**src/ddi_pkg.sv**
```systemverilog
// Constants and types shared by the descriptor interpreter files
package ddi_pkg;
	// ********************************************************
	// Register map
	// ********************************************************
	localparam logic [7:0] DDI_OFS_CTRL = 8'h00;
	localparam logic [7:0] DDI_OFS_BASE = 8'h04;
	localparam logic [7:0] DDI_OFS_STATUS = 8'h08;
	localparam logic [7:0] DDI_OFS_CUR = 8'h0c;
	localparam logic [7:0] DDI_OFS_INT_STAT = 8'h10;
	localparam logic [7:0] DDI_OFS_INT_MASK = 8'h14;
	// Control register fields
	localparam int DDI_CTRL_EN = 0;
	localparam int DDI_CTRL_DIR_LO = 1;
	localparam int DDI_CTRL_INIT = 3;
	localparam int DDI_CTRL_BCAST = 4;
	localparam logic [1:0] DDI_DIR_M2D = 2'h0;
	localparam logic [1:0] DDI_DIR_M2M = 2'h1;
	localparam logic [1:0] DDI_DIR_D2M = 2'h2;
	// ********************************************************
	// Descriptor layout
	// ********************************************************
	localparam int DDI_F_CNT_LO = 16;
	localparam int DDI_F_BUF = 5;
	localparam int DDI_F_CONT = 4;
	localparam int DDI_F_CRC_KEEP = 3;
	localparam int DDI_F_IRQ = 2;
	localparam logic [1:0] DDI_ACT_HALT = 2'h0;
	localparam logic [1:0] DDI_ACT_NEXT = 2'h1;
	localparam logic [1:0] DDI_ACT_RESTART = 2'h2;
	localparam logic [1:0] DDI_ACT_REPEAT = 2'h3;
	localparam logic [31:0] DDI_ENTRY_DEV = 32'h0000_0008;
	localparam logic [31:0] DDI_ENTRY_M2M = 32'h0000_0010;
	localparam logic [1:0] DDI_LAST_DEV = 2'h1;
	localparam logic [1:0] DDI_LAST_M2M = 2'h3;
	localparam logic [31:0] DDI_WORD_BYTES = 32'h0000_0004;
	// Interrupt status bits
	localparam int DDI_INT_N = 3;
	localparam int DDI_INT_DESC = 0;
	localparam int DDI_INT_BUF_FULL = 1;
	localparam int DDI_INT_HALT = 2;
	// Reset values
	localparam logic [31:0] DDI_RST_WORD = 32'h0000_0000;
	localparam logic [15:0] DDI_RST_CNT = 16'h0000;
	typedef enum logic [3:0] {
		ST_IDLE = 4'h0,
		ST_FETCH = 4'h1,
		ST_CHECK = 4'h2,
		ST_WAIT_BCAST = 4'h3,
		ST_WAIT_REQ = 4'h4,
		ST_START = 4'h5,
		ST_XFER = 4'h6,
		ST_WRBACK = 4'h7,
		ST_NEXT = 4'h8
	} ddi_state_e;
endpackage

```
**src/ddi_sync.sv**
```systemverilog
// Two-stage synchroniser with rising-edge pulse output
`timescale 1ns/10ps
module ddi_sync
	import ddi_pkg::*;
#(
	parameter int W = 2
)
(
	input wire logic clk,
	input wire logic rst_b,
	input wire logic [W-1:0] din,
	output logic [W-1:0] rise
);
	logic [W-1:0] s1_q;
	logic [W-1:0] s2_q;
	logic [W-1:0] s3_q;
	// Only s2 and s3 feed the edge detector; s1 may be metastable
	always_ff @(posedge clk or negedge rst_b)
	begin
		if (!rst_b)
		begin
			s1_q <= '0;
			s2_q <= '0;
			s3_q <= '0;
		end
		else
		begin
			s1_q <= din;
			s2_q <= s1_q;
			s3_q <= s2_q;
		end
	end
	assign rise = s2_q & ~s3_q;
endmodule

```
**src/ddi_irq.sv**
```systemverilog
// Sticky interrupt status, write-one-to-clear, with mask
`timescale 1ns/10ps
module ddi_irq
	import ddi_pkg::*;
#(
	parameter int N = 3
)
(
	input wire logic clk,
	input wire logic rst_b,
	input wire logic [N-1:0] set,
	input wire logic clr_wr,
	input wire logic mask_wr,
	input wire logic [N-1:0] wdata,
	output logic [N-1:0] status,
	output logic [N-1:0] mask,
	output logic irq
);
	logic [N-1:0] stat_q;
	logic [N-1:0] stat_d;
	logic [N-1:0] mask_q;
	logic irq_q;
	wire [N-1:0] clr = clr_wr ? wdata : '0;
	// A new event beats a clear in the same cycle
	assign stat_d = set | (stat_q & ~clr);
	always_ff @(posedge clk or negedge rst_b)
	begin
		if (!rst_b)
		begin
			stat_q <= '0;
			mask_q <= '0;
			irq_q <= 1'b0;
		end
		else
		begin
			stat_q <= stat_d;
			if (mask_wr)
				mask_q <= wdata;
			irq_q <= |(stat_d & (mask_wr ? wdata : mask_q));
		end
	end
	assign status = stat_q;
	assign mask = mask_q;
	assign irq = irq_q;
endmodule

```
**src/ddi_desc_interp.sv**
```systemverilog
// Descriptor-mode sequencer of one DMA channel
// Summary of operation
// - Descriptor is two words, four for m2m
// - M2m source from word 0; else ignored
// - Bits 31:0 give transfer address, bits 95:64 m2m destination
// - Count field holds bytes minus one
// - Write actual bytes moved minus one back
// - Memory-to-device completion clears buffer flag
// - Device-to-memory completion sets buffer flag
// - Device modes never read empty nor write full buffer
// - Continuation bit starts next entry automatically
// - Without continuation wait for fresh request
// - First entry always needs explicit request
// - Checksum reset per transfer unless bit 3
// - Bit 2 raises descriptor interrupt on completion
// - Action code halts, advances, restarts or repeats
// - Entries spaced 8 or 16 bytes, control last
// - Not ready: wait broadcast, reload whole descriptor
`timescale 1ns/10ps
module ddi_desc_interp
	import ddi_pkg::*;
(
	input wire logic CLK_SYS,
	input wire logic RST_B,
	input wire logic [7:0] REG_ADDR,
	input wire logic [31:0] REG_WDATA,
	input wire logic REG_WR,
	input wire logic REG_RD,
	output logic [31:0] REG_RDATA,
	output logic MEM_REQ,
	output logic MEM_WE,
	output logic [31:0] MEM_ADDR,
	output logic [31:0] MEM_WDATA,
	input wire logic [31:0] MEM_RDATA,
	input wire logic MEM_ACK,
	input wire logic DEV_REQ,
	input wire logic BCAST_IN,
	output logic BCAST_OUT,
	output logic XFER_START,
	output logic [1:0] XFER_DIR,
	output logic [31:0] XFER_SRC,
	output logic [31:0] XFER_DST,
	output logic [15:0] XFER_CNT,
	output logic XFER_CRC_CLR,
	input wire logic XFER_DONE,
	input wire logic [15:0] XFER_MOVED,
	output logic IRQ
);
	// ********************************************************
	// Register bus
	// ********************************************************
	ddi_state_e state_q;
	logic en_q;
	logic [1:0] dir_q;
	logic [31:0] base_q;
	logic [31:0] cur_q;
	logic [31:0] rdata_q;
	logic first_q;
	logic cont_q;
	logic [DDI_INT_N-1:0] int_set;
	logic [DDI_INT_N-1:0] int_stat;
	logic [DDI_INT_N-1:0] int_mask;
	logic [1:0] pin_rise;
	wire wr_ctrl = REG_WR && REG_ADDR == DDI_OFS_CTRL;
	wire wr_base = REG_WR && REG_ADDR == DDI_OFS_BASE;
	wire wr_istat = REG_WR && REG_ADDR == DDI_OFS_INT_STAT;
	wire wr_imask = REG_WR && REG_ADDR == DDI_OFS_INT_MASK;
	wire sw_init = wr_ctrl && REG_WDATA[DDI_CTRL_INIT] &&
		REG_WDATA[DDI_CTRL_EN];
	wire sw_bcast = wr_ctrl && REG_WDATA[DDI_CTRL_BCAST];
	wire [31:0] ctrl_rd = {27'h0, 1'b0, state_q != ST_IDLE, dir_q, en_q};
	wire [31:0] stat_rd = {26'h0, cont_q, first_q, state_q};
	wire [31:0] rd_mux =
		(REG_ADDR == DDI_OFS_CTRL) ? ctrl_rd :
		(REG_ADDR == DDI_OFS_BASE) ? base_q :
		(REG_ADDR == DDI_OFS_STATUS) ? stat_rd :
		(REG_ADDR == DDI_OFS_CUR) ? cur_q :
		(REG_ADDR == DDI_OFS_INT_STAT) ? {29'h0, int_stat} :
		(REG_ADDR == DDI_OFS_INT_MASK) ? {29'h0, int_mask} :
		32'h0000_0000;
	always_ff @(posedge CLK_SYS or negedge RST_B)
	begin
		if (!RST_B)
		begin
			en_q <= 1'b0;
			dir_q <= DDI_DIR_M2D;
			base_q <= DDI_RST_WORD;
			rdata_q <= DDI_RST_WORD;
		end
		else
		begin
			if (wr_ctrl)
			begin
				en_q <= REG_WDATA[DDI_CTRL_EN];
				// Direction is only taken while the channel is idle
				if (state_q == ST_IDLE)
					dir_q <= REG_WDATA[DDI_CTRL_DIR_LO+1:DDI_CTRL_DIR_LO];
			end
			if (wr_base)
				base_q <= REG_WDATA;
			rdata_q <= REG_RD ? rd_mux : DDI_RST_WORD;
		end
	end
	assign REG_RDATA = rdata_q;

	// ********************************************************
	// Pins from the logic fabric
	// ********************************************************
	ddi_sync #(
		.W(2)
	) u_sync (
		.clk(CLK_SYS),
		.rst_b(RST_B),
		.din({BCAST_IN, DEV_REQ}),
		.rise(pin_rise)
	);
	wire dev_req_ev = pin_rise[0];
	wire bcast_ev = pin_rise[1] | sw_bcast;

	ddi_irq #(
		.N(DDI_INT_N)
	) u_irq (
		.clk(CLK_SYS),
		.rst_b(RST_B),
		.set(int_set),
		.clr_wr(wr_istat),
		.mask_wr(wr_imask),
		.wdata(REG_WDATA[DDI_INT_N-1:0]),
		.status(int_stat),
		.mask(int_mask),
		.irq(IRQ)
	);

	// ********************************************************
	// Descriptor decode
	// ********************************************************
	logic [31:0] desc_q [0:3];
	logic [1:0] widx_q;
	logic req_pend_q;
	logic [15:0] moved_q;
	logic mem_req_q;
	logic mem_we_q;
	logic [31:0] mem_addr_q;
	logic [31:0] mem_wdata_q;
	logic bcast_q;
	logic xstart_q;
	logic [31:0] xsrc_q;
	logic [31:0] xdst_q;
	logic [15:0] xcnt_q;
	logic xcrc_q;
	wire m2m = dir_q == DDI_DIR_M2M;
	wire [1:0] last_idx = m2m ? DDI_LAST_M2M : DDI_LAST_DEV;
	wire [31:0] entry_sz = m2m ? DDI_ENTRY_M2M : DDI_ENTRY_DEV;
	wire [31:0] ctl_w = desc_q[last_idx];
	// Word 0 is the device transfer address, or the m2m source
	wire [31:0] src_w = desc_q[0];
	wire [31:0] dst_w = m2m ? desc_q[2] : desc_q[0];
	wire [31:0] word_ofs = {30'h0, widx_q} * DDI_WORD_BYTES;
	wire [31:0] ctl_addr = cur_q + {30'h0, last_idx} * DDI_WORD_BYTES;
	wire buf_full = ctl_w[DDI_F_BUF];
	// In device modes the memory buffer must hold data to be read, be empty to be written
	wire buf_ok = m2m ||
		(dir_q == DDI_DIR_D2M ? !buf_full : buf_full);
	wire need_req = first_q || !cont_q;
	wire new_buf = (dir_q == DDI_DIR_D2M);
	wire [31:0] wb_word = {moved_q, ctl_w[15:6],
		m2m ? buf_full : new_buf, ctl_w[4:0]};
	wire [1:0] act = ctl_w[1:0];
	wire req_take = state_q == ST_WAIT_REQ && (req_pend_q || dev_req_ev);
	wire wb_done = state_q == ST_WRBACK && mem_req_q && MEM_ACK;
	assign int_set[DDI_INT_DESC] = wb_done && ctl_w[DDI_F_IRQ];
	assign int_set[DDI_INT_BUF_FULL] = state_q == ST_CHECK && !buf_ok &&
		new_buf;
	assign int_set[DDI_INT_HALT] = state_q == ST_NEXT && act == DDI_ACT_HALT;

	// ********************************************************
	// Sequencer
	// ********************************************************
	always_ff @(posedge CLK_SYS or negedge RST_B)
	begin
		if (!RST_B)
			req_pend_q <= 1'b0;
		else if (sw_init)
			req_pend_q <= dev_req_ev;
		else
			req_pend_q <= dev_req_ev | (req_pend_q & ~req_take);
	end

	always_ff @(posedge CLK_SYS or negedge RST_B)
	begin
		if (!RST_B)
		begin
			state_q <= ST_IDLE;
			cur_q <= DDI_RST_WORD;
			widx_q <= 2'h0;
			first_q <= 1'b1;
			cont_q <= 1'b0;
			moved_q <= DDI_RST_CNT;
			mem_req_q <= 1'b0;
			mem_we_q <= 1'b0;
			mem_addr_q <= DDI_RST_WORD;
			mem_wdata_q <= DDI_RST_WORD;
			bcast_q <= 1'b0;
			xstart_q <= 1'b0;
			xsrc_q <= DDI_RST_WORD;
			xdst_q <= DDI_RST_WORD;
			xcnt_q <= DDI_RST_CNT;
			xcrc_q <= 1'b0;
			for (int i = 0; i < 4; i++)
				desc_q[i] <= DDI_RST_WORD;
		end
		else
		begin
			xstart_q <= 1'b0;
			bcast_q <= sw_bcast;
			if (sw_init)
			begin
				cur_q <= base_q;
				first_q <= 1'b1;
				widx_q <= 2'h0;
				mem_req_q <= 1'b0;
				state_q <= ST_FETCH;
			end
			else if (!en_q)
			begin
				// Disabling abandons the chain; a bus cycle still ends
				state_q <= ST_IDLE;
				if (MEM_ACK)
					mem_req_q <= 1'b0;
			end
			else
			begin
				unique case (state_q)
					ST_IDLE:
					begin
						// A bus cycle left over from an abort still ends
						if (MEM_ACK)
						begin
							mem_req_q <= 1'b0;
							mem_we_q <= 1'b0;
						end
					end
					ST_FETCH:
					begin
						// One read outstanding at a time, lowest word first
						if (!mem_req_q)
						begin
							mem_req_q <= 1'b1;
							mem_we_q <= 1'b0;
							mem_addr_q <= cur_q + word_ofs;
						end
						else if (MEM_ACK)
						begin
							mem_req_q <= 1'b0;
							desc_q[widx_q] <= MEM_RDATA;
							if (widx_q == last_idx)
								state_q <= ST_CHECK;
							else
								widx_q <= widx_q + 2'h1;
						end
					end
					ST_CHECK:
					begin
						if (!buf_ok)
							state_q <= ST_WAIT_BCAST;
						else if (need_req)
							state_q <= ST_WAIT_REQ;
						else
							state_q <= ST_START;
					end
					ST_WAIT_BCAST:
					begin
						if (bcast_ev)
						begin
							widx_q <= 2'h0;
							state_q <= ST_FETCH;
						end
					end
					ST_WAIT_REQ:
					begin
						if (req_take)
							state_q <= ST_START;
					end
					ST_START:
					begin
						xstart_q <= 1'b1;
						xsrc_q <= src_w;
						xdst_q <= dst_w;
						xcnt_q <= ctl_w[31:DDI_F_CNT_LO];
						xcrc_q <= !ctl_w[DDI_F_CRC_KEEP];
						first_q <= 1'b0;
						state_q <= ST_XFER;
					end
					ST_XFER:
					begin
						if (XFER_DONE)
						begin
							moved_q <= XFER_MOVED;
							state_q <= ST_WRBACK;
						end
					end
					ST_WRBACK:
					begin
						if (!mem_req_q)
						begin
							mem_req_q <= 1'b1;
							mem_we_q <= 1'b1;
							mem_addr_q <= ctl_addr;
							mem_wdata_q <= wb_word;
						end
						else if (MEM_ACK)
						begin
							mem_req_q <= 1'b0;
							mem_we_q <= 1'b0;
							desc_q[last_idx] <= wb_word;
							// Other channels may be waiting on this buffer
							bcast_q <= !m2m;
							state_q <= ST_NEXT;
						end
					end
					ST_NEXT:
					begin
						cont_q <= ctl_w[DDI_F_CONT];
						widx_q <= 2'h0;
						state_q <= ST_FETCH;
						unique case (act)
							DDI_ACT_HALT:
								state_q <= ST_IDLE;
							DDI_ACT_NEXT:
								cur_q <= cur_q + entry_sz;
							DDI_ACT_RESTART:
							begin
								cur_q <= base_q;
								first_q <= 1'b1;
							end
							DDI_ACT_REPEAT:
								cur_q <= cur_q;
						endcase
					end
					default:
						state_q <= ST_IDLE;
				endcase
			end
		end
	end

	assign MEM_REQ = mem_req_q;
	assign MEM_WE = mem_we_q;
	assign MEM_ADDR = mem_addr_q;
	assign MEM_WDATA = mem_wdata_q;
	assign BCAST_OUT = bcast_q;
	assign XFER_START = xstart_q;
	assign XFER_DIR = dir_q;
	assign XFER_SRC = xsrc_q;
	assign XFER_DST = xdst_q;
	assign XFER_CNT = xcnt_q;
	assign XFER_CRC_CLR = xcrc_q;
endmodule

```
**config.mk**
```make
export PLATFORM = sky130hd
export DESIGN_NAME = ddi_desc_interp
export DESIGN_NICKNAME = d
export VERILOG_FILES = /design/src/ddi_pkg.sv /design/src/ddi_sync.sv /design/src/ddi_irq.sv /design/src/ddi_desc_interp.sv
export SDC_FILE = /design/constraint.sdc
export NUM_CORES = 1
export LEC_CHECK = 0
export BUFFER_PORTS_ARGS = -buffer_cell sky130_fd_sc_hd__buf_2
export CORE_MARGIN = 2
export CORE_UTILIZATION = 30
export CTS_CLUSTER_DIAMETER = 100
export DETAILED_ROUTE_END_ITERATION = 10
export PLACE_DENSITY = 0.54
export SLEW_MARGIN = 20
export SYNTH_ARGS = -nofsm -noshare
export SYNTH_HDL_FRONTEND = slang
export SYNTH_HIERARCHICAL = 1
export SYNTH_SLANG_ARGS = --single-unit
```
**constraint.sdc**
```tcl
create_clock -name CLK_SYS -period 5.5 [get_ports CLK_SYS]
set_input_delay 0.275 -clock CLK_SYS [delete_from_list [all_inputs] [get_ports CLK_SYS]]
set_output_delay 0.275 -clock CLK_SYS [all_outputs]
set_load 0.03 [all_outputs]
```
==> impl_metrics.toml, run 1 <==
[clock_network]
cts_root_buffer = "clkbuf_16"
insertion_delay_ns = 0.59
cts_tree = "built"
cts_resized = 0
cts_buffers = 47
clk_path_buf_depth = 3
path_clk_slew_ns = 0.06
numClockSinks = 414
cts.htree.levels = 2

[cells_and_area]
nNetsFinal = 2064
fill_cells = 5939
ff_latch_area_sq_um = 10360
drive_gt1_share_pct = 31.13
final_util_pct = 37.95
synthToLayoutAreaGrowth_pct = 24.39
multi_input_area_sq_um = 7596
final_area_sq_um = 22990

[global_routing]
grt_pass1_vias = 14551
grt_pass1_wl_microns = 88390
grt_max_degree = 172
grtUsageTotal_pct = 17.83
antenna_found_initial = 2
overflow = 0

[sta]
setup_viol = 0
maxSlewViolCount = 0
period_minus_slack_ns = 3.593
whs_ns = 0.04327
fin_setup_tns_ns = 0
rsz0062_at_grt = "no"
finalHoldViolations = 0
max_freq_ghz = 0.2783
worstMarginPinSlew_ns = 1.069
finalClockSkew_ns = 0.02681
slew_headroom_pct = 28.75
layout_worst_path_cycle_share_pct = 65.33

[synthesis]
yosys.area.top_type = "dfrtp_1"
yosysMostFrequentCell = "dfrtp_1"
ys.flop_type = "dfrtp_1"
synth_seq_cells = 414
syn_avg_cell_area_sq_um = 11.20
netlist_top_cells_count = "dfrtp_1 (413), mux2_2 (203), nand2_1 (189)"
synth_top_area_share_pct = 55.91
ys_types = 78
syn_area_sq_um = 18490
ys_warn_count = 6
async_flop_share_pct = 100.0
syn_nets = 1756
synth-edff-count = 0
synth_area_leaders = "dfrtp_1 (56%), mux2_2 (12%), nand2_1 (3.8%), nor2_1 (2.8%), a22oi_1 (2.4%)"
synth_cells = 1650
synth_seq_area_share_pct = 56.05

[drt]
wl_microns = 57260
routed_via_density = 5.105
routedWlPerCell_microns = 20.61
firstDrtPassIters = 5
vias = 14181
first_iter_violations = 911
drtAntennaViolNets = 0
drc = 0

[worst_hold_path]
hp-class = "in -> reg"
hold_end = "src_w[22]"
hold_start = "MEM_RDATA[22]"
worstHoldPathCells = 2

[setup_path]
required_ns = 5.98
reg2reg_slack_ns = 1.91
ff2ff_path_depth = 9
crit_type = "reg -> reg"
r2r-start = "state_q[1]"
crit_fanout = 20
cp-end-kind = "flip-flop"
crit_arrival_ns = 4.07
regToRegEndpoint = "MEM_ADDR[18]"
start_kind = "flip-flop"

[placed_design]
gp_congestion = 0.8936
port_buffers = 279
dpl_cell_area_sq_um = 20590
dp_hpwl_microns = 38950

[power]
p_leak_uw = 0.01100
p_total_uw = 7032
ir_drop_uv = 226.6
power_density_nw_per_um2 = 305.8

[run_status]
status = "finished, final reports clean"

[floorplan]
die_y_microns = 252.2
coreArea_sq_um = 60580
initial_core_util_pct = 30.51
dieArea_sq_um = 63620
die_width_microns = 252.2
fp-row-count = 90
ios = 280

[flow_run]
maxCapViolCount = 0
final cells by class:
cell class	instances	area share, %
antenna	1	0.01088
multi-input combinational	1098	33.04
clock buffer	69	5.997
inverter	18	0.2938
sequential	414	45.06
tap	782	4.255
clock inverter	17	1.018
timing repair buffer	379	10.33
how the worst max path moves through the flow:
stage	from	end	depth (start not counted)
after floorplan	XFER_DIR[1]	cur_q[23]	12
after global placement	REG_ADDR[3]	cur_q[30]	6
after detailed placement	REG_ADDR[3]	cur_q[30]	6
after CTS	state_q[1]	MEM_ADDR[18]	9
after global routing	state_q[1]	MEM_ADDR[18]	9
final	state_q[1]	MEM_ADDR[18]	9
routing by layer:
layer	routed length [microns]	GRT usage [%]	vias up
met5	13	0	-
met4	1660	6.137	2
met3	3371	3.955	86
met2	28550	30.71	415
met1	23660	22.02	7136
li1	-	-	6542
critical path: stages (launching register included):
cell and delay, ns:
dfrtp_1 0.73, nand4b_1 0.53, nor2_2 0.27, a21o_1 0.16, fa_1 0.22, nand3_1 0.24, nor4_1 0.82, nand3_1 0.18
xor2_1 0.18, o21ai_0 0.16
cells in the final DEF (no fill, tap or decap), drive strengths merged, types with 7 or more instances in the layout:
cell type    count
nor4             9
a2bb2oi         10
nand4           22
and3             9
or3             11
a22oi           60
xor2            15
mux2i           24
nor3            20
and4             7
xnor2           15
mux2           205
nand4b           7
nand2          189
ha               8
o22ai           17
inv             19
a21oi           56
o21ai           60
o211ai           7
nor2           140
nand3           35
a31oi           59
and2            11
nor2b           12
dlygate4sd3     77
dfrtp          413
clkbuf          69
buf            302
a211oi          14
clkinv          10
logic make-up (layout without fill, tap and decap cells):
logic type                 Yosys count  after routing  share of synthesized area [%]
AOI/OAI and AO/OA                  329            329                          12.10
xor gates and xnor gates            30             30                          1.421
adders and majority gates           10             10                         0.7581
buffers and inverters              138            483                          3.107
DFF                                414            414                          56.05
muxes                              229            229                          13.83
other                                0              1                              0
and+or+nand+nor                    500            500                          12.74
state kept, by name, summed over array words and instances, names as in the netlist, 2 cells and up:
register,flops
base_q,32
XFER_DIR,2
u_sync/s3_q,2
u_sync/s2_q,2
state_q,4
widx_q,2
MEM_ADDR,32
MEM_WDATA,32
XFER_SRC,32
u_irq/status,3
REG_RDATA,32
cur_q,32
XFER_DST,32
desc_q,96
u_irq/mask,3
XFER_CNT,16
src_w,32
moved_q,16
u_sync/s1_q,2
through the flow:
| step | cells | setup slack (ns) |
|---|---|---|
| floorplan | 1650 | 2.113 |
| global route | 2778 | 1.446 |
| finish | 2778 | 1.907 |
| global placement | 2614 | 1.894 |
| CTS | 2777 | 1.899 |
| detailed placement | 2614 | 1.864 |
what timing repair did:
action | in CTS | in global routing
buffers inserted | 0 | 0
endpoints found under the hold margin | 200 | 0
hold buffers | 77 | 0
power breakdown:
| group | internal [uW] | switching [uW] | total (uW) | leakage [uW] |
|---|---|---|---|---|
| clock network | 1930 | 1310 | 3240 | 0.000788 |
| logic | 193 | 378 | 572 | 0.00454 |
| registers | 3120 | 97.1 | 3220 | 0.00567 |
| total | 5250 | 1780 | 7030 | 0.0110 |
Note: power is estimated with default switching activity, not from simulation.
==> run 2, diff against run 1 <==
--- a/config.mk
+++ b/config.mk
@@ -10,7 +10,7 @@
 export CORE_UTILIZATION = 30
 export CTS_CLUSTER_DIAMETER = 100
 export DETAILED_ROUTE_END_ITERATION = 10
-export PLACE_DENSITY = 0.54
+export PLACE_DENSITY = 0.56
 export SLEW_MARGIN = 20
 export SYNTH_ARGS = -nofsm -noshare
 export SYNTH_HDL_FRONTEND = slang
==> constraint.sdc (replaced) <==
create_clock -name CLK_SYS -period 3 [get_ports CLK_SYS]
set_input_delay 0.15 -clock CLK_SYS [delete_from_list [all_inputs] [get_ports CLK_SYS]]
set_output_delay 0.15 -clock CLK_SYS [all_outputs]
set_load 0.03 [all_outputs]
==> run 2 against run 1 <==
Against the previous run: cell area grew 1.9%; worst hold slack gained 0.049 ns; power grew 80%; clock power grew 76%; via count grew 1.3%; largest cell class unchanged; critical path depth is the same; utilization grew 0.72 points; clock skew shrank 0.0024 ns; non-clock buffer count grew 49; clock-buffer cell count shrank 3; die area is the same.
==> impl_metrics.toml, run 2 (synthesis results as in run 1) <==
[run_status]
status = "finished, final reports clean"

[global_routing]
grt_max_degree = 131
antenna_found_initial = 0
grtUsageTotal_pct = 17.68
grt_pass1_wl_microns = 88340
grt_pass1_vias = 15013
overflow = 0

[cells_and_area]
top_register = "desc_q"
largest_reg_flops = 96
nNetsFinal = 2113
final_area_sq_um = 23430
drive_gt1_share_pct = 32.40
final_util_pct = 38.67
ff_latch_area_sq_um = 10360
diodes = 0
fill_cells = 5912
final_common_cell = "dfrtp_1"
final_cell_mix = "dfrtp_1 (413), buf_2 (278), mux2_2 (203)"
final_cells = 2825
synthToLayoutAreaGrowth_pct = 26.74
multi_input_area_sq_um = 7624

[clock_network]
cts_buffers = 47
cts_root_buffer = "clkbuf_16"
post_cts_buffers = 0
cts_hold_buf = 85
numClockSinks = 414
cts_tree = "built"
clk_path_buf_depth = 3
insertion_delay_ns = 0.58
cts_resized = 0
cts.htree.levels = 2
path_clk_slew_ns = 0.06

[worst_hold_path]
hold_start = "REG_WR"
worstHoldPathCells = 5
hp-class = "in -> reg"
hold_end = "u_irq/status[0]"

[placed_design]
dp_cells = 2655
port_buffers = 279
dpl_cell_area_sq_um = 21030
gp_congestion = 0.8894
dp_hpwl_microns = 38970

[drt]
drc = 0
vias = 14360
wl_microns = 56280
routedWlPerCell_microns = 19.92
drtAntennaViolNets = 0
routed_via_density = 5.083
first_iter_violations = 874
firstDrtPassIters = 8

[floorplan]
fp-row-count = 90
coreArea_sq_um = 60580
dieArea_sq_um = 63620
die_width_microns = 252.2
initial_core_util_pct = 30.51
ios = 280
die_y_microns = 252.2

[flow_run]
maxCapViolCount = 0

[sta]
maxSlewViolCount = 0
finalHoldViolations = 0
max_freq_ghz = 0.3724
setup_viol = 0
finalClockSkew_ns = 0.02438
layout_worst_path_cycle_share_pct = 89.51
slew_headroom_pct = 37.71
fin_setup_tns_ns = 0
period_minus_slack_ns = 2.685
worstMarginPinSlew_ns = 0.9343
rsz0062_at_grt = "no"

[setup_path]
cp_num_buf_inv = 0
crit_fanout = 7
ff2ff_path_depth = 9
slowest_delay_ns = 0.51
start_kind = "flip-flop"
cp_top_family = "simple AND/OR/NAND/NOR gates"
reg2reg_slack_ns = 0.31
crit_arrival_ns = 3.18
r2r-start = "state_q[1]"
slowest_stage = "nor4_4"
required_ns = 3.50
cp_cell_sequence = "nand4b_1 > nand2_1 > ha_1 > fa_1 > nand3_1 > nor4_4 > nand4_1 > xor2_1 > o21ai_0"
cp-end-kind = "flip-flop"
crit_type = "reg -> reg"
regToRegEndpoint = "MEM_ADDR[28]"

[power]
ir_drop_uv = 419.7
p_total_uw = 12690
power_density_nw_per_um2 = 541.7
p_leak_uw = 0.01126
==> run 2: power breakdown <==
group / internal, uW / switching [uW] / leakage [uW] / total, uW
Combinational: 386 / 705 / 0.00483 / 1090
Clock: 3340 / 2370 / 0.000762 / 5710
Sequential: 5730 / 163 / 0.00567 / 5890
==> run 2: worst max path at each step <==
stage	startpoint	to	cells after the start
6_report	state_q[1]	MEM_ADDR[28]	9
5_1_grt	state_q[1]	MEM_ADDR[18]	9
4_1_cts	state_q[1]	MEM_ADDR[28]	9
3_5_place_dp	REG_ADDR[3]	desc_q[37]	6
3_3_place_gp	state_q[1]	MEM_ADDR[28]	9
2_1_floorplan	XFER_DIR[1]	cur_q[28]	12
==> run 2: cell type report <==
cell class,count,area share [%]
Inverter,18,0.2937
Sequential cell,414,44.23
Timing Repair Buffer,428,12.17
Clock inverter,19,0.7958
Multi-Input combinational cell,1098,32.54
Clock buffer,66,5.800
Tap cell,782,4.176
==> run 2: routing by layer <==
metal  global-route usage (%)  wire, microns  vias to the layer above
met5                        0              0                        -
met4                    5.038           1270                        0
met3                    3.780           3315                       77
met2                    30.61          28120                      409
met1                    22.22          23570                     7237
li1                         -              -                     6637
==> run 2: worst reg2reg max path: cells and delay by family (launching register included) <==
family | cells | cell delay, ns
compound gates | 1 | 0.14
xor+xnor | 1 | 0.18
flops | 1 | 0.47
simple gates | 5 | 1.38
fa+ha+maj | 2 | 0.44
==> run 2: metrics by stage <==
stage	setup slack [ns]	hold slack (ns)
after global routing	0.1055	0.09959
after CTS	0.3346	0.05807
after detailed placement	0.3525	0.2687
final	0.3148	0.09200
after global placement	0.3960	0.2637
after floorplan	0.006817	-0.1456
==> run 3, diff against run 2 <==
--- a/config.mk
+++ b/config.mk
@@ -11,6 +11,7 @@
 export CTS_CLUSTER_DIAMETER = 100
 export DETAILED_ROUTE_END_ITERATION = 10
 export PLACE_DENSITY = 0.56
+export REMOVE_ABC_BUFFERS = 1
 export SLEW_MARGIN = 20
 export SYNTH_ARGS = -nofsm -noshare
 export SYNTH_HDL_FRONTEND = slang
==> run 3 against run 2 <==
Against the previous run: register-to-register slack lost 0.02 ns; utilization increased by 0.38 points; sequential power hardly changed; critical path type unchanged; cell area increased by 0.97%; highest routed layer unchanged; critical endpoint is now MEM_ADDR[30]; worst hold slack got worse by 0.015 ns; wire length grew 1.0%; via count is essentially flat; combinational power barely moved; die area is the same; flip-flop and latch count did not move; worst setup slack got worse by 0.022 ns.
==> impl_metrics.toml, run 3 (synthesis results as in run 1) <==
[run_status]
status = "finished, final reports clean"

[clock_network]
cts_tree = "built"
cts_root_buffer = "clkbuf_16"
insertion_delay_ns = 0.60
numClockSinks = 414
cts.htree.levels = 2
clk_path_buf_depth = 3
cts_buffers = 47
path_clk_slew_ns = 0.06
cts_resized = 0

[setup_path]
slowest_stage = "nor4_1"
cp_num_buf_inv = 1
start_kind = "flip-flop"
cp_cell_sequence = "nand4b_1 > nand2_1 > ha_1 > fa_1 > nand3_1 > nor4_1 > buf_4 > nand3_1 > xnor2_1 > o21ai_0"
regToRegEndpoint = "MEM_ADDR[30]"
crit_type = "reg -> reg"
ff2ff_path_depth = 10
crit_arrival_ns = 3.15
crit_fanout = 6
slowest_delay_ns = 0.48
r2r-start = "state_q[3]"
required_ns = 3.45
cp-end-kind = "flip-flop"
worst_path_most_repeated_cell = "nand3_1"
reg2reg_slack_ns = 0.29
cp_top_family = "simple AND/OR/NAND/NOR gates"

[sta]
finalClockSkew_ns = 0.04211
whs_ns = 0.07703
maxSlewViolCount = 0
finalHoldViolations = 0
max_freq_ghz = 0.3694
worstMarginPinSlew_ns = 0.8670
slew_headroom_pct = 42.20
fin_setup_tns_ns = 0
layout_worst_path_cycle_share_pct = 90.23
period_minus_slack_ns = 2.707
setup_viol = 0
rsz0062_at_grt = "no"

[placed_design]
dp_cells = 2661
gp_congestion = 0.8658
dpl_cell_area_sq_um = 21080
port_buffers = 279
dp_hpwl_microns = 38360

[worst_hold_path]
hp-class = "in -> reg"
hold_end = "u_irq/status[0]"
hold_start = "REG_WR"
worstHoldPathCells = 5

[cells_and_area]
final_cell_mix = "dfrtp_1 (413), buf_2 (278), mux2_2 (203)"
final_common_cell = "dfrtp_1"
final_area_sq_um = 23660
final_cells = 2834
largest_reg_flops = 96
drive_gt1_share_pct = 32.72
top_register = "desc_q"
synthToLayoutAreaGrowth_pct = 27.97
fill_cells = 5854
nNetsFinal = 2119

[global_routing]
antenna_found_initial = 3
grt_pass1_wl_microns = 88380
grt_pass1_vias = 14824
grt_max_degree = 74
grtUsageTotal_pct = 17.78
overflow = 0

[power]
ir_drop_uv = 375.9
power_density_nw_per_um2 = 560.4
p_leak_uw = 0.01137

[drt]
drc = 0
first_iter_violations = 958
routed_via_density = 5.071
routedWlPerCell_microns = 20.06
drtAntennaViolNets = 0
vias = 14371
firstDrtPassIters = 5
wl_microns = 56840

[flow_run]
maxCapViolCount = 0

[floorplan]
fp-row-count = 90
die_width_microns = 252.2
dieArea_sq_um = 63620
ios = 280
coreArea_sq_um = 60580
die_y_microns = 252.2
initial_core_util_pct = 30.51
==> run 3: changes by cell type in the layout (fill, tap and decap cells not counted), sizes merged <==
cell    change
diode       +1
clkbuf      -2
clkinv      -3
inv         +1
buf         +6
bufinv      +6
==> run 3: power breakdown <==
group | leakage, uW | internal [uW] | switching [uW] | total, uW
registers | 0.00567 | 5730 | 139 | 5870
clock network | 0.000846 | 3880 | 2420 | 6300
logic | 0.00485 | 390 | 699 | 1090
total | 0.0114 | 10000 | 3260 | 13300
==> run 3: per-layer routing <==
layer	GRT usage, %	share of wire, %	vias to the layer above
met3	3.677	5.9	82
li1	-	-	6662
met1	23.37	43	7193
met4	4.970	2.3	0
met2	29.70	49	434
met5	0	0	-
==> run 3: per-stage QoR <==
| stage | power [uW] | setup slack [ns] | utilization, % |
|---|---|---|---|
| after floorplan | 6426 | -8.709 | - |
| after global placement | 6968 | 0.3889 | 34.80 |
| after detailed placement | 6989 | 0.3645 | 34.80 |
| after CTS | 13450 | 0.3179 | 39.04 |
| after global routing | 13780 | 0.1313 | 39.05 |
| final | 13260 | 0.2930 | 39.05 |
==> run 3: area by class of cell <==
| cell class | count | area, sq um | area share (%) |
|---|---|---|---|
| repair buffers | 434 | 2933 | 12.40 |
| well taps | 782 | 978.4 | 4.136 |
| multi-input cells | 1098 | 7590 | 32.09 |
| diodes | 1 | 2.502 | 0.01058 |
| flip-flops and latches | 414 | 10360 | 43.80 |
| inverters | 18 | 68.82 | 0.2909 |
| clock inverters | 23 | 360.3 | 1.523 |
| clock buffers | 64 | 1361 | 5.755 |
==> run 3: how the worst max path moves through the flow <==
| stage | startpoint | end | slack (ns) | cells after the start |
|---|---|---|---|---|
| CTS | state_q[3] | MEM_ADDR[30] | 0.32 | 10 |
| global placement | state_q[3] | MEM_ADDR[30] | 0.39 | 10 |
| floorplan | state_q[0] | XFER_CRC_CLR | -8.71 | 3 |
| detailed placement | REG_ADDR[3] | cur_q[28] | 0.36 | 8 |
| finish | state_q[3] | MEM_ADDR[30] | 0.29 | 10 |
| global route | state_q[3] | MEM_ADDR[18] | 0.13 | 10 |
==> run 3: repair_timing <==
action	CTS	global route
endpoints found under the hold margin	256	0
hold buffers	85	0
buffers inserted	0	0
==> run 3: tightest hold or removal path, cell delays in order <==
cell,delay [ns]
buf_2,0.13
nand2b_1,0.09
nor2_1,0.07
nand2_1,0.05
a21o_1,0.13
